--- src/lsu_pkg.sv ---
package lsu_pkg;
   localparam int ADDR_W = 32;
   localparam int DATA_W = 64;
   localparam int TAG_W = 6;
   localparam int REFILL_CYCLES = 8;
   localparam int CACHE_BLOCK_LOG2 = 5;
   localparam int PAGE_LOG2 = 12;
   localparam logic [7:0] LANES_ALL = 8'hFF;
   localparam logic [7:0] LANES_HI = 8'hF0;
   localparam logic [7:0] LANES_LO = 8'h0F;

   typedef enum logic [2:0] {
      OP_LOAD,
      OP_STORE,
      OP_LOAD_MULTI,
      OP_STORE_MULTI,
      OP_STRING,
      OP_SYNC
   } op_t;

   typedef enum logic [1:0] {
      KIND_INT,
      KIND_FP
   } kind_t;
endpackage : lsu_pkg

--- src/gather_buffer.sv ---
`timescale 1ns/10ps
// Holds one pending word store and merges a second eligible one into a doubleword.
module gather_buffer (
   input wire logic clk,
   input wire logic srst,
   input wire logic in_valid,
   input wire logic in_eligible,
   input wire logic [lsu_pkg::ADDR_W-1:0] in_addr,
   input wire logic [31:0] in_data,
   input wire logic [7:0] in_lanes,
   input wire logic barrier,
   input wire logic gather_en,
   input wire logic bus_ready,
   output logic in_ready,
   output logic bus_valid,
   output logic [lsu_pkg::ADDR_W-1:0] bus_addr,
   output logic [lsu_pkg::DATA_W-1:0] bus_data,
   output logic [7:0] bus_lanes,
   output logic bus_merged
);
   logic held_reg;
   logic held_elig_reg;
   logic [lsu_pkg::ADDR_W-1:0] held_addr_reg;
   logic [31:0] held_data_reg;
   logic [7:0] held_lanes_reg;
   logic out_free;
   logic same_dw;
   logic can_merge;
   logic flush_held;

   assign out_free = !bus_valid || bus_ready;
   // Same naturally aligned doubleword, other half; order does not matter
   assign same_dw = held_addr_reg[lsu_pkg::ADDR_W-1:3] == in_addr[lsu_pkg::ADDR_W-1:3]
                    && held_addr_reg[2] != in_addr[2];
   assign can_merge = held_reg && held_elig_reg && in_eligible && gather_en && same_dw && !barrier;
   // A held store leaves when it cannot merge with the newcomer, or a barrier arrives
   assign flush_held = held_reg && (barrier || (in_valid && !can_merge));
   // An empty holder can park a store even while the bus is still busy
   assign in_ready = out_free || !held_reg;

   always_ff @(posedge clk) begin
      if (srst) begin
         held_reg <= 1'b0;
         held_elig_reg <= 1'b0;
         held_addr_reg <= '0;
         held_data_reg <= '0;
         held_lanes_reg <= 8'h00;
         bus_valid <= 1'b0;
         bus_addr <= '0;
         bus_data <= '0;
         bus_lanes <= 8'h00;
         bus_merged <= 1'b0;
      end else if (out_free || !held_reg) begin
         if (out_free) begin
            bus_valid <= 1'b0;
            bus_merged <= 1'b0;
         end
         if (in_valid && can_merge) begin
            // Merged doubleword goes out as one single-beat write
            bus_valid <= 1'b1;
            bus_merged <= 1'b1;
            bus_addr <= {in_addr[lsu_pkg::ADDR_W-1:3], 3'h0};
            bus_data <= in_addr[2] ? {held_data_reg, in_data} : {in_data, held_data_reg};
            bus_lanes <= lsu_pkg::LANES_ALL;
            held_reg <= 1'b0;
         end else begin
            if (flush_held) begin
               bus_valid <= 1'b1;
               bus_addr <= held_addr_reg;
               bus_data <= {held_data_reg, held_data_reg};
               bus_lanes <= held_lanes_reg;
               held_reg <= 1'b0;
            end
            if (in_valid) begin
               // Stores wait in the holder so a later one can join them while pending
               held_reg <= 1'b1;
               held_elig_reg <= in_eligible;
               held_addr_reg <= in_addr;
               held_data_reg <= in_data;
               held_lanes_reg <= in_lanes;
            end
         end
      end
   end

   a_merge_lanes: assert property (@(posedge clk) disable iff (srst)
      bus_valid && bus_merged |-> bus_lanes == 8'hFF && bus_addr[2:0] == 3'h0)
      else $error("merged write lacks full lanes");
   a_no_merge_off: assert property (@(posedge clk) disable iff (srst)
      !$past(gather_en) |-> !(bus_valid && bus_merged && $rose(bus_valid)))
      else $error("merge while gathering disabled");
   a_barrier_flush: assert property (@(posedge clk) disable iff (srst)
      barrier && out_free && !in_valid |=> !held_reg)
      else $error("barrier left a store held");
   c_merge: cover property (@(posedge clk) disable iff (srst) bus_valid && bus_merged);
endmodule : gather_buffer

--- src/load_store_unit.sv ---
`timescale 1ns/10ps
module load_store_unit #(
   parameter int REFILL_CYCLES = lsu_pkg::REFILL_CYCLES
) (
   input wire logic clk,
   input wire logic srst,
   input wire logic in_valid,
   input wire lsu_pkg::op_t in_op,
   input wire lsu_pkg::kind_t in_kind,
   input wire logic [3:0] in_size,
   input wire logic [lsu_pkg::ADDR_W-1:0] in_base,
   input wire logic [lsu_pkg::ADDR_W-1:0] in_offset,
   input wire logic [31:0] in_data,
   input wire logic [lsu_pkg::TAG_W-1:0] in_tag,
   input wire logic in_byte_rev,
   input wire logic in_cond,
   input wire logic in_ext_ctl,
   input wire logic little_endian,
   input wire logic store_gather_enable,
   input wire logic table_search,
   input wire logic attr_write_through,
   input wire logic attr_inhibited,
   input wire logic attr_guarded,
   input wire logic attr_protect_cross,
   input wire logic [lsu_pkg::ADDR_W-1:0] pa_offset,
   input wire logic cache_hit,
   input wire logic [31:0] cache_rdata,
   input wire logic refill_done,
   input wire logic bus_ready,
   output logic in_ready,
   output logic done_valid,
   output logic [lsu_pkg::TAG_W-1:0] done_tag,
   output logic [31:0] done_data,
   output logic align_exc,
   output logic split_pending,
   output logic refill_req,
   output logic [lsu_pkg::ADDR_W-1:0] refill_addr,
   output logic bus_valid,
   output logic [lsu_pkg::ADDR_W-1:0] bus_addr,
   output logic [lsu_pkg::DATA_W-1:0] bus_data,
   output logic [7:0] bus_lanes,
   output logic bus_merged
);
   typedef enum {ST_RUN, ST_SPLIT, ST_MISS} state_t;

   function automatic logic [7:0] lane_mask(input logic [2:0] a, input logic [3:0] sz);
      lane_mask = 8'h00;
      for (int i = 0; i < 8; i++) begin
         if (i >= a && i < a + sz) lane_mask[7-i] = 1'b1;
      end
   endfunction : lane_mask

   state_t state_reg, state_next;

   // Stage 1: address calculation and translation
   logic [lsu_pkg::ADDR_W-1:0] ea;
   logic [lsu_pkg::ADDR_W-1:0] last_byte;
   logic aligned, word_aligned, cross_dw, cross_blk, crossing, multi_op;
   logic trap, needs_split, stall;
   logic s2_valid_reg, s2_load_reg, s2_store_reg, s2_elig_reg, s2_exc_reg, s2_split_reg;
   logic [lsu_pkg::ADDR_W-1:0] s2_addr_reg;
   logic [31:0] s2_data_reg;
   logic [3:0] s2_size_reg;
   logic [lsu_pkg::TAG_W-1:0] s2_tag_reg;
   logic [7:0] s2_lanes_reg;
   logic s2_barrier_reg;
   logic eligible;
   logic gb_ready;
   logic [$clog2(REFILL_CYCLES+1)-1:0] refill_cnt_reg;

   assign ea = in_base + in_offset;
   assign last_byte = ea + {28'h0, in_size} - 32'h1;
   assign multi_op = in_op == lsu_pkg::OP_LOAD_MULTI || in_op == lsu_pkg::OP_STORE_MULTI;
   assign aligned = (ea & ({28'h0, in_size} - 32'h1)) == 32'h0;
   assign word_aligned = ea[1:0] == 2'h0;
   assign cross_dw = ea[lsu_pkg::ADDR_W-1:3] != last_byte[lsu_pkg::ADDR_W-1:3];
   assign cross_blk = ea[lsu_pkg::ADDR_W-1:lsu_pkg::CACHE_BLOCK_LOG2]
                      != last_byte[lsu_pkg::ADDR_W-1:lsu_pkg::CACHE_BLOCK_LOG2];
   assign crossing = cross_dw || cross_blk || attr_protect_cross;
   // Endian mode plays no part below except for multi/string ops
   assign trap = (little_endian && (multi_op || in_op == lsu_pkg::OP_STRING))
                 || (multi_op && !word_aligned)
                 || (in_kind == lsu_pkg::KIND_FP && in_size == 4'h4 && !word_aligned)
                 || (in_kind == lsu_pkg::KIND_FP && in_size == 4'h8 && !word_aligned && crossing);
   // Everything else that crosses a boundary takes extra address calculations
   assign needs_split = !trap && ((multi_op || in_op == lsu_pkg::OP_STRING)
                        || (!aligned && crossing));
   // Stores eligible for gathering; identical in either endian mode
   assign eligible = in_op == lsu_pkg::OP_STORE && in_kind == lsu_pkg::KIND_INT
                     && in_size == 4'h4 && word_aligned && !attr_guarded
                     && (attr_write_through || attr_inhibited)
                     && !in_byte_rev && !in_cond && !in_ext_ctl && !table_search;

   // Miss blocks further cache accesses; split holds for one more calc cycle
   logic miss_now, gb_needed;
   logic [lsu_pkg::TAG_W-1:0] miss_tag_reg;
   // The op behind a missing load is taken, then parked until the refill ends
   assign miss_now = s2_valid_reg && s2_load_reg && !s2_exc_reg && !cache_hit;
   assign gb_needed = s2_valid_reg && ((s2_store_reg && !s2_exc_reg) || s2_barrier_reg);
   // A store or barrier the holder cannot take waits here rather than being lost
   assign stall = gb_needed && !gb_ready;
   logic busy;
   assign busy = state_reg != ST_RUN || stall;

   always_comb begin
      state_next = state_reg;
      unique case (state_reg)
         ST_RUN: begin
            if (miss_now) state_next = ST_MISS;
            else if (in_valid && needs_split && !busy) state_next = ST_SPLIT;
         end
         ST_SPLIT: state_next = ST_RUN;
         ST_MISS: if (refill_done) state_next = ST_RUN;
      endcase
   end

   always_ff @(posedge clk) begin
      if (srst) state_reg <= ST_RUN;
      else state_reg <= state_next;
   end

   always_ff @(posedge clk) begin
      if (srst) begin
         s2_valid_reg <= 1'b0;
         s2_load_reg <= 1'b0;
         s2_store_reg <= 1'b0;
         s2_elig_reg <= 1'b0;
         s2_exc_reg <= 1'b0;
         s2_split_reg <= 1'b0;
         s2_barrier_reg <= 1'b0;
         s2_addr_reg <= '0;
         s2_data_reg <= 32'h0;
         s2_size_reg <= 4'h0;
         s2_tag_reg <= '0;
         s2_lanes_reg <= 8'h00;
      end else if (!busy) begin
         // One new operation accepted per cycle
         s2_valid_reg <= in_valid;
         s2_load_reg <= in_op == lsu_pkg::OP_LOAD || in_op == lsu_pkg::OP_LOAD_MULTI
                        || in_op == lsu_pkg::OP_STRING;
         s2_store_reg <= in_op == lsu_pkg::OP_STORE || in_op == lsu_pkg::OP_STORE_MULTI;
         s2_elig_reg <= eligible;
         s2_exc_reg <= trap;
         s2_split_reg <= needs_split;
         s2_barrier_reg <= in_valid && in_op == lsu_pkg::OP_SYNC;
         s2_addr_reg <= ea + pa_offset;
         s2_data_reg <= in_data;
         s2_size_reg <= in_size;
         s2_tag_reg <= in_tag;
         s2_lanes_reg <= lane_mask(ea[2:0], in_size);
      end
   end

   // Stage 2: cache access and completion
   logic fire;
   // Split ops spend their extra cycle parked, so they fire only back in run
   assign fire = s2_valid_reg && state_reg == ST_RUN && !miss_now && !stall;
   // Ready is decided in this cycle; a registered copy would admit ops that then get dropped
   assign in_ready = !busy && !srst;

   always_ff @(posedge clk) begin
      if (srst) begin
         done_valid <= 1'b0;
         done_tag <= '0;
         done_data <= 32'h0;
         align_exc <= 1'b0;
         split_pending <= 1'b0;
         miss_tag_reg <= '0;
         refill_req <= 1'b0;
         refill_addr <= '0;
         refill_cnt_reg <= '0;
      end else begin
         if (miss_now && state_reg == ST_RUN) miss_tag_reg <= s2_tag_reg;
         done_valid <= fire || (state_reg == ST_MISS && refill_done);
         done_tag <= (state_reg == ST_MISS) ? miss_tag_reg : s2_tag_reg;
         done_data <= cache_rdata;
         align_exc <= fire && s2_exc_reg;
         split_pending <= state_next == ST_SPLIT;
         refill_req <= state_next == ST_MISS && state_reg == ST_RUN;
         if (state_reg == ST_RUN) refill_addr <= s2_addr_reg;
         if (state_reg == ST_MISS) refill_cnt_reg <= refill_cnt_reg + 1'b1;
         else refill_cnt_reg <= '0;
      end
   end

   gather_buffer u_gather (
      .clk(clk),
      .srst(srst),
      .in_valid(fire && s2_store_reg && !s2_exc_reg),
      .in_eligible(s2_elig_reg),
      .in_addr(s2_addr_reg),
      .in_data(s2_data_reg),
      .in_lanes(s2_lanes_reg),
      .barrier(s2_barrier_reg),
      .gather_en(store_gather_enable),
      .bus_ready(bus_ready),
      .in_ready(gb_ready),
      .bus_valid(bus_valid),
      .bus_addr(bus_addr),
      .bus_data(bus_data),
      .bus_lanes(bus_lanes),
      .bus_merged(bus_merged)
   );

   a_two_cycle: assert property (@(posedge clk) disable iff (srst)
      in_valid && !busy && state_reg == ST_RUN && in_op == lsu_pkg::OP_STORE && !trap && !needs_split
      |=> ##1 done_valid)
      else $error("store did not complete in two cycles");
   a_miss_block: assert property (@(posedge clk) disable iff (srst)
      state_reg == ST_MISS && !refill_done |=> !done_valid || state_reg == ST_RUN)
      else $error("cache access during refill");
   a_le_multi_trap: assert property (@(posedge clk) disable iff (srst)
      in_valid && !busy && little_endian && multi_op |=> s2_exc_reg)
      else $error("little-endian multiple op not trapped");
   a_fp_trap: assert property (@(posedge clk) disable iff (srst)
      in_valid && !busy && in_kind == lsu_pkg::KIND_FP && in_size == 4'h4 && ea[1:0] != 2'h0
      |=> s2_exc_reg)
      else $error("misaligned fp word not trapped");
   a_split_once: assert property (@(posedge clk) disable iff (srst)
      state_reg == ST_SPLIT |=> state_reg != ST_SPLIT)
      else $error("split held too long");
   a_no_gather_fp: assert property (@(posedge clk) disable iff (srst)
      in_valid && !busy && in_kind == lsu_pkg::KIND_FP |=> !s2_elig_reg)
      else $error("fp store marked for gathering");
   c_miss: cover property (@(posedge clk) disable iff (srst) state_reg == ST_MISS ##1 refill_done);
   c_split: cover property (@(posedge clk) disable iff (srst) state_reg == ST_SPLIT);
   c_trap: cover property (@(posedge clk) disable iff (srst) align_exc);
endmodule : load_store_unit

--- config.mk ---
export PLATFORM = sky130hd
export DESIGN_NAME = load_store_unit
export DESIGN_NICKNAME = d
export VERILOG_FILES = /design/src/lsu_pkg.sv /design/src/gather_buffer.sv /design/src/load_store_unit.sv
export SDC_FILE = /design/constraint.sdc
export NUM_CORES = 1
export LEC_CHECK = 0
export BUFFER_PORTS_ARGS = -buffer_cell sky130_fd_sc_hd__buf_2
export CAP_MARGIN = 10
export CORE_AREA = 2 2 169 254
export CTS_BUF_LIST = sky130_fd_sc_hd__clkbuf_16
export DETAILED_ROUTE_END_ITERATION = 8
export DIE_AREA = 0 0 171 256
export GPL_TIMING_DRIVEN = 0
export HOLD_SLACK_MARGIN = 0.06
export PLACE_DENSITY = 0.7
export SYNTH_ARGS = -nofsm -noshare
export SYNTH_HDL_FRONTEND = slang
export SYNTH_SLANG_ARGS = --single-unit
--- constraint.sdc ---
create_clock -name clk -period 5.2 [get_ports clk]
set_input_delay 0.78 -clock clk [delete_from_list [all_inputs] [get_ports clk]]
set_output_delay 0.78 -clock clk [all_outputs]
set_load 0.03 [all_outputs]
==> results.rst <==
.. list-table::
   :header-rows: 1

   * - Metric
     - Value
   * - Number of antenna violations at the first check in global routing
     - 12
   * - Global-route total usage across every layer
     - 0.265
   * - Width of the die
     - about 170 um
   * - H-tree depth
     - 2
   * - Setup repair after global routing missed its margin
     - true
   * - Vert. Die Dim
     - 256 um
   * - Count of flip-flops with a built-in enable after synthesis
     - 0
   * - Actual slew at the worst max-slew pin
     - 1140 ps
   * - Number of stages on the worst hold path
     - 2
   * - Arrival time at the worst endpoint
     - around 5800 ps
   * - Outcome
     - complete, but fails checks
   * - Launch instance of the worst min-delay path
     - cache_rdata[8]
   * - Clock-pin transition on the worst setup and hold timing paths
     - 60 ps
   * - Iteration count of the initial detailed-routing pass
     - 6
   * - TritonCTS buffer count
     - 35
   * - Launch instance of the worst register-to-register path
     - state_reg[12]
   * - Async set-or-reset flop fraction in the synthesized netlist
     - 0
   * - Terminus of the critical flop-to-flop path
     - u_gather.bus_data[57]
   * - Startpoint Class
     - input port
   * - Relative slew slack
     - 0.239
   * - Final sum of negative setup slack
     - -1560 ps
   * - Global-route wire length before repair
     - 91300 um
   * - WP data required
     - 5650 ps
   * - Library cell occupying the most area in the post-synthesis netlist
     - sky130_fd_sc_hd__dfxtp_1
   * - Number of setup violations in the final report
     - 27
   * - Worst-case register-to-register setup slack
     - roughly 460 ps
   * - Starting utilization of the core area
     - 0.453
   * - Layout Nets
     - 2878
   * - Clock tree from TritonCTS
     - built
   * - Switching part of the total
     - 0.340
   * - Via count of the first global-routing pass
     - between 15000 and 20000
   * - Final Worst Setup Slack
     - -102 ps
   * - Cell chosen for the clock root
     - sky130_fd_sc_hd__clkbuf_16
   * - Via count
     - 17400
   * - Portion of total power attributed to the clock network
     - 0.298
   * - Post-Syn Instances
     - between 2000 and 2500
   * - Violations in the final reports
     - negative setup slack
   * - Final Max Slew Viols
     - 0
   * - Power consumption
     - 8230 uW
   * - Areal power density over the cells
     - 350 nW/um2
   * - Min-Delay Path Class
     - input port to register
   * - Share of cells above drive strength 1
     - 0.230
   * - Reg with most FFs
     - u_gather.bus_data
   * - Pin count of the biggest net entering global routing
     - 16
   * - Pleak
     - 0.0103 uW
   * - Post-Syn Area per Cell
     - 8.65 um2
   * - Last weighted congestion value of the routability-driven placer
     - between 0.8 and 0.9
   * - Dominant cells by area after synthesis
     - sky130_fd_sc_hd__dfxtp_1 40%, sky130_fd_sc_hd__mux2i_1 7.9%, sky130_fd_sc_hd__nand2_1 6.1%
   * - Hold Vio Cnt, Final
     - 0
   * - Final clock skew
     - 32.5 ps
   * - Most frequent cell after synthesis
     - sky130_fd_sc_hd__dfxtp_1
   * - Worst vdd ir
     - 0.198 mV
   * - Net count after synthesis
     - between 2000 and 2500
   * - Worst hold slack
     - 448 ps
   * - Initial DRC Count
     - 1029
   * - Num ports
     - 372
   * - Sw power
     - about 2800 uW
   * - Most used flip-flop cell after synthesis
     - sky130_fd_sc_hd__dfxtp_1
   * - Utilization after layout
     - 0.565
   * - Synth Cell Area
     - 18900 um2
   * - Die area
     - 43800 um2
   * - Number of filler cells placed in the layout
     - 3877
   * - Vias per cell
     - 5.41
   * - Crit path capture type
     - register
   * - Achievable Freq
     - 0.189 GHz
   * - Max capacitance violation total
     - 0
   * - Most used standard cells in the synthesized netlist
     - 376 x sky130_fd_sc_hd__dfxtp_1, 306 x sky130_fd_sc_hd__nand2_1, 265 x sky130_fd_sc_hd__nor2_1
   * - Min cycle time layout
     - 5300 ps
   * - Count of clock tree sinks
     - 376
   * - Post-synthesis sequential element count
     - 376
   * - Detail Placement HPWL
     - 47600 um
   * - Final wirelength
     - 60200 um
   * - Max FFs per register
     - 64
   * - Maximum buffer depth of the clock tree
     - 3
   * - Number of port buffers
     - 370
   * - Clk_lat worst skew
     - approximately 540 ps
   * - Critical path class
     - input port to register
   * - Part of the power in registers
     - 0.396
   * - Post-synthesis sequential area ratio
     - 0.399
   * - Placeable core area
     - between 40000 and 50000 um2
   * - Worst reg2reg path depth
     - 14
   * - Number of nets with antenna violations after routing
     - 0
   * - Synth warnings
     - 0
   * - FP Rows
     - 92
   * - Worst-path maximum fanout
     - 7
   * - Area share of the largest cell type after synthesis
     - 0.399
   * - Area delta synth->final
     - 24.7%
   * - Routed WL per cell
     - 18.7 um
   * - Total gr overflow
     - 0
   * - Final cycle utilization of the critical path
     - 1.02
   * - Cell internal power dissipation
     - 5430 uW
   * - Final routed DRC violation total
     - 0
   * - Distinct cells, synth
     - 101
   * - Part of the total power dissipated in combinational logic
     - 0.306
   * - Capture endpoint of the worst hold path
     - done_data[8]
[worst max-delay path: stages]
cell and delay, ps:
sky130_fd_sc_hd__buf_6 80, sky130_fd_sc_hd__ha_4 150, sky130_fd_sc_hd__inv_2 40, sky130_fd_sc_hd__fa_2 400, sky130_fd_sc_hd__xnor2_4 270, sky130_fd_sc_hd__inv_2 90, sky130_fd_sc_hd__ha_4 170, sky130_fd_sc_hd__inv_2 60
sky130_fd_sc_hd__ha_4 200, sky130_fd_sc_hd__nand4bb_1 150, sky130_fd_sc_hd__a21boi_2 90, sky130_fd_sc_hd__o31a_1 270, sky130_fd_sc_hd__o31a_1 310, sky130_fd_sc_hd__or2_4 280, sky130_fd_sc_hd__nor3_2 160, sky130_fd_sc_hd__nand4_1 160
sky130_fd_sc_hd__a221oi_4 370, sky130_fd_sc_hd__nor4_4 100, sky130_fd_sc_hd__nor3_2 280, sky130_fd_sc_hd__mux2i_1 210, sky130_fd_sc_hd__a22o_1 200, sky130_fd_sc_hd__nand4b_4 150, sky130_fd_sc_hd__mux2i_4 230, sky130_fd_sc_hd__buf_12 160
sky130_fd_sc_hd__buf_16 140, sky130_fd_sc_hd__nor4b_4 240
[per-stage QoR]
stage	instance area, um2	instances	setup slack, ps
2_1_floorplan	19000	2180	-44.9
3_3_place_gp	21600	3114	-988
3_5_place_dp	21600	3114	-1060
4_1_cts	23100	3193	-32.5
5_1_grt	23500	3210	-280
6_report	23500	3214	-102
[kinds of logic (layout without fill, tap and decap cells)]
family,Yosys count,after routing,synth area share
and+or+nand+nor,838,838,0.216
AOI/OAI and AO/OA,455,455,0.161
DFF,376,376,0.399
buffers and inverters,175,637,0.0366
muxes,151,151,0.0815
xor gates and xnor gates,106,106,0.0530
adders and majority gates,79,79,0.0523
other,0,8,0
[how the worst max path moves through the flow]
stage	from	to	slack, ps
floorplan	in_base[0]	state_reg[16]	-40
global placement	in_base[0]	state_reg[30]	-990
detailed placement	in_base[0]	state_reg[29]	-1060
CTS	in_base[1]	state_reg[11]	-30
global route	in_base[1]	state_reg[8]	-280
finish	in_offset[0]	state_reg[16]	-100
[cell usage in the layout, fill, tap and decap left out, types with 28 or more instances in the layout]
| master | synthesis | final |
|---|---|---|
| sky130_fd_sc_hd__a211oi_1 | 86 | 81 |
| sky130_fd_sc_hd__a21oi_1 | 190 | 179 |
| sky130_fd_sc_hd__buf_2 | 5 | 371 |
| sky130_fd_sc_hd__clkbuf_1 | 105 | 105 |
| sky130_fd_sc_hd__clkbuf_16 | 0 | 38 |
| sky130_fd_sc_hd__dfxtp_1 | 376 | 376 |
| sky130_fd_sc_hd__ha_1 | 66 | 49 |
| sky130_fd_sc_hd__inv_1 | 52 | 55 |
| sky130_fd_sc_hd__mux2i_1 | 148 | 147 |
| sky130_fd_sc_hd__nand2_1 | 306 | 304 |
| sky130_fd_sc_hd__nand3_1 | 28 | 28 |
| sky130_fd_sc_hd__nor2_1 | 265 | 263 |
| sky130_fd_sc_hd__nor2b_1 | 36 | 36 |
| sky130_fd_sc_hd__nor3_1 | 39 | 35 |
| sky130_fd_sc_hd__xnor2_1 | 65 | 58 |
| sky130_fd_sc_hd__xor2_1 | 34 | 31 |
[layout make-up]
cell class,instances,area [um2],area share
well taps,564,706,0.0300
clock buffers,37,926,0.0394
plain buffers,122,508,0.0216
multi-input cells,1629,11300,0.481
repair buffers,401,2180,0.0926
inverters,53,199,0.00846
diodes,8,20.0,0.000851
clock inverters,24,148,0.00627
flip-flops and latches,376,7530,0.320
[power by group through the flow]
stage / Sequential, uW / Clock [uW] / Combinational, uW
finish: 3260 / 2450 / 2520
global placement: 3310 / 0 / 2230
CTS: 3250 / 2480 / 2400
global route: 3280 / 2590 / 2740
detailed placement: 3320 / 0 / 2280
floorplan: 3380 / 0 / 1540
[timing repair]
item,CTS,global route
endpoints found under the hold margin,0,0
endpoints found under the setup margin,31,68
resized for setup,49,45
buffers inserted,17,13
hold buffers,0,0
pin swaps,22,38
gates cloned,1,1
[metal layers]
layer | vias up | part of all wire | GRT usage
met1 | 8103 | 0.37 | 0.284
met5 | - | 0.0013 | 0
met4 | 10 | 0.053 | 0.135
li1 | 8509 | - | -
met2 | 615 | 0.51 | 0.490
met3 | 166 | 0.061 | 0.0453
Note: power is estimated with default switching activity, not from simulation.
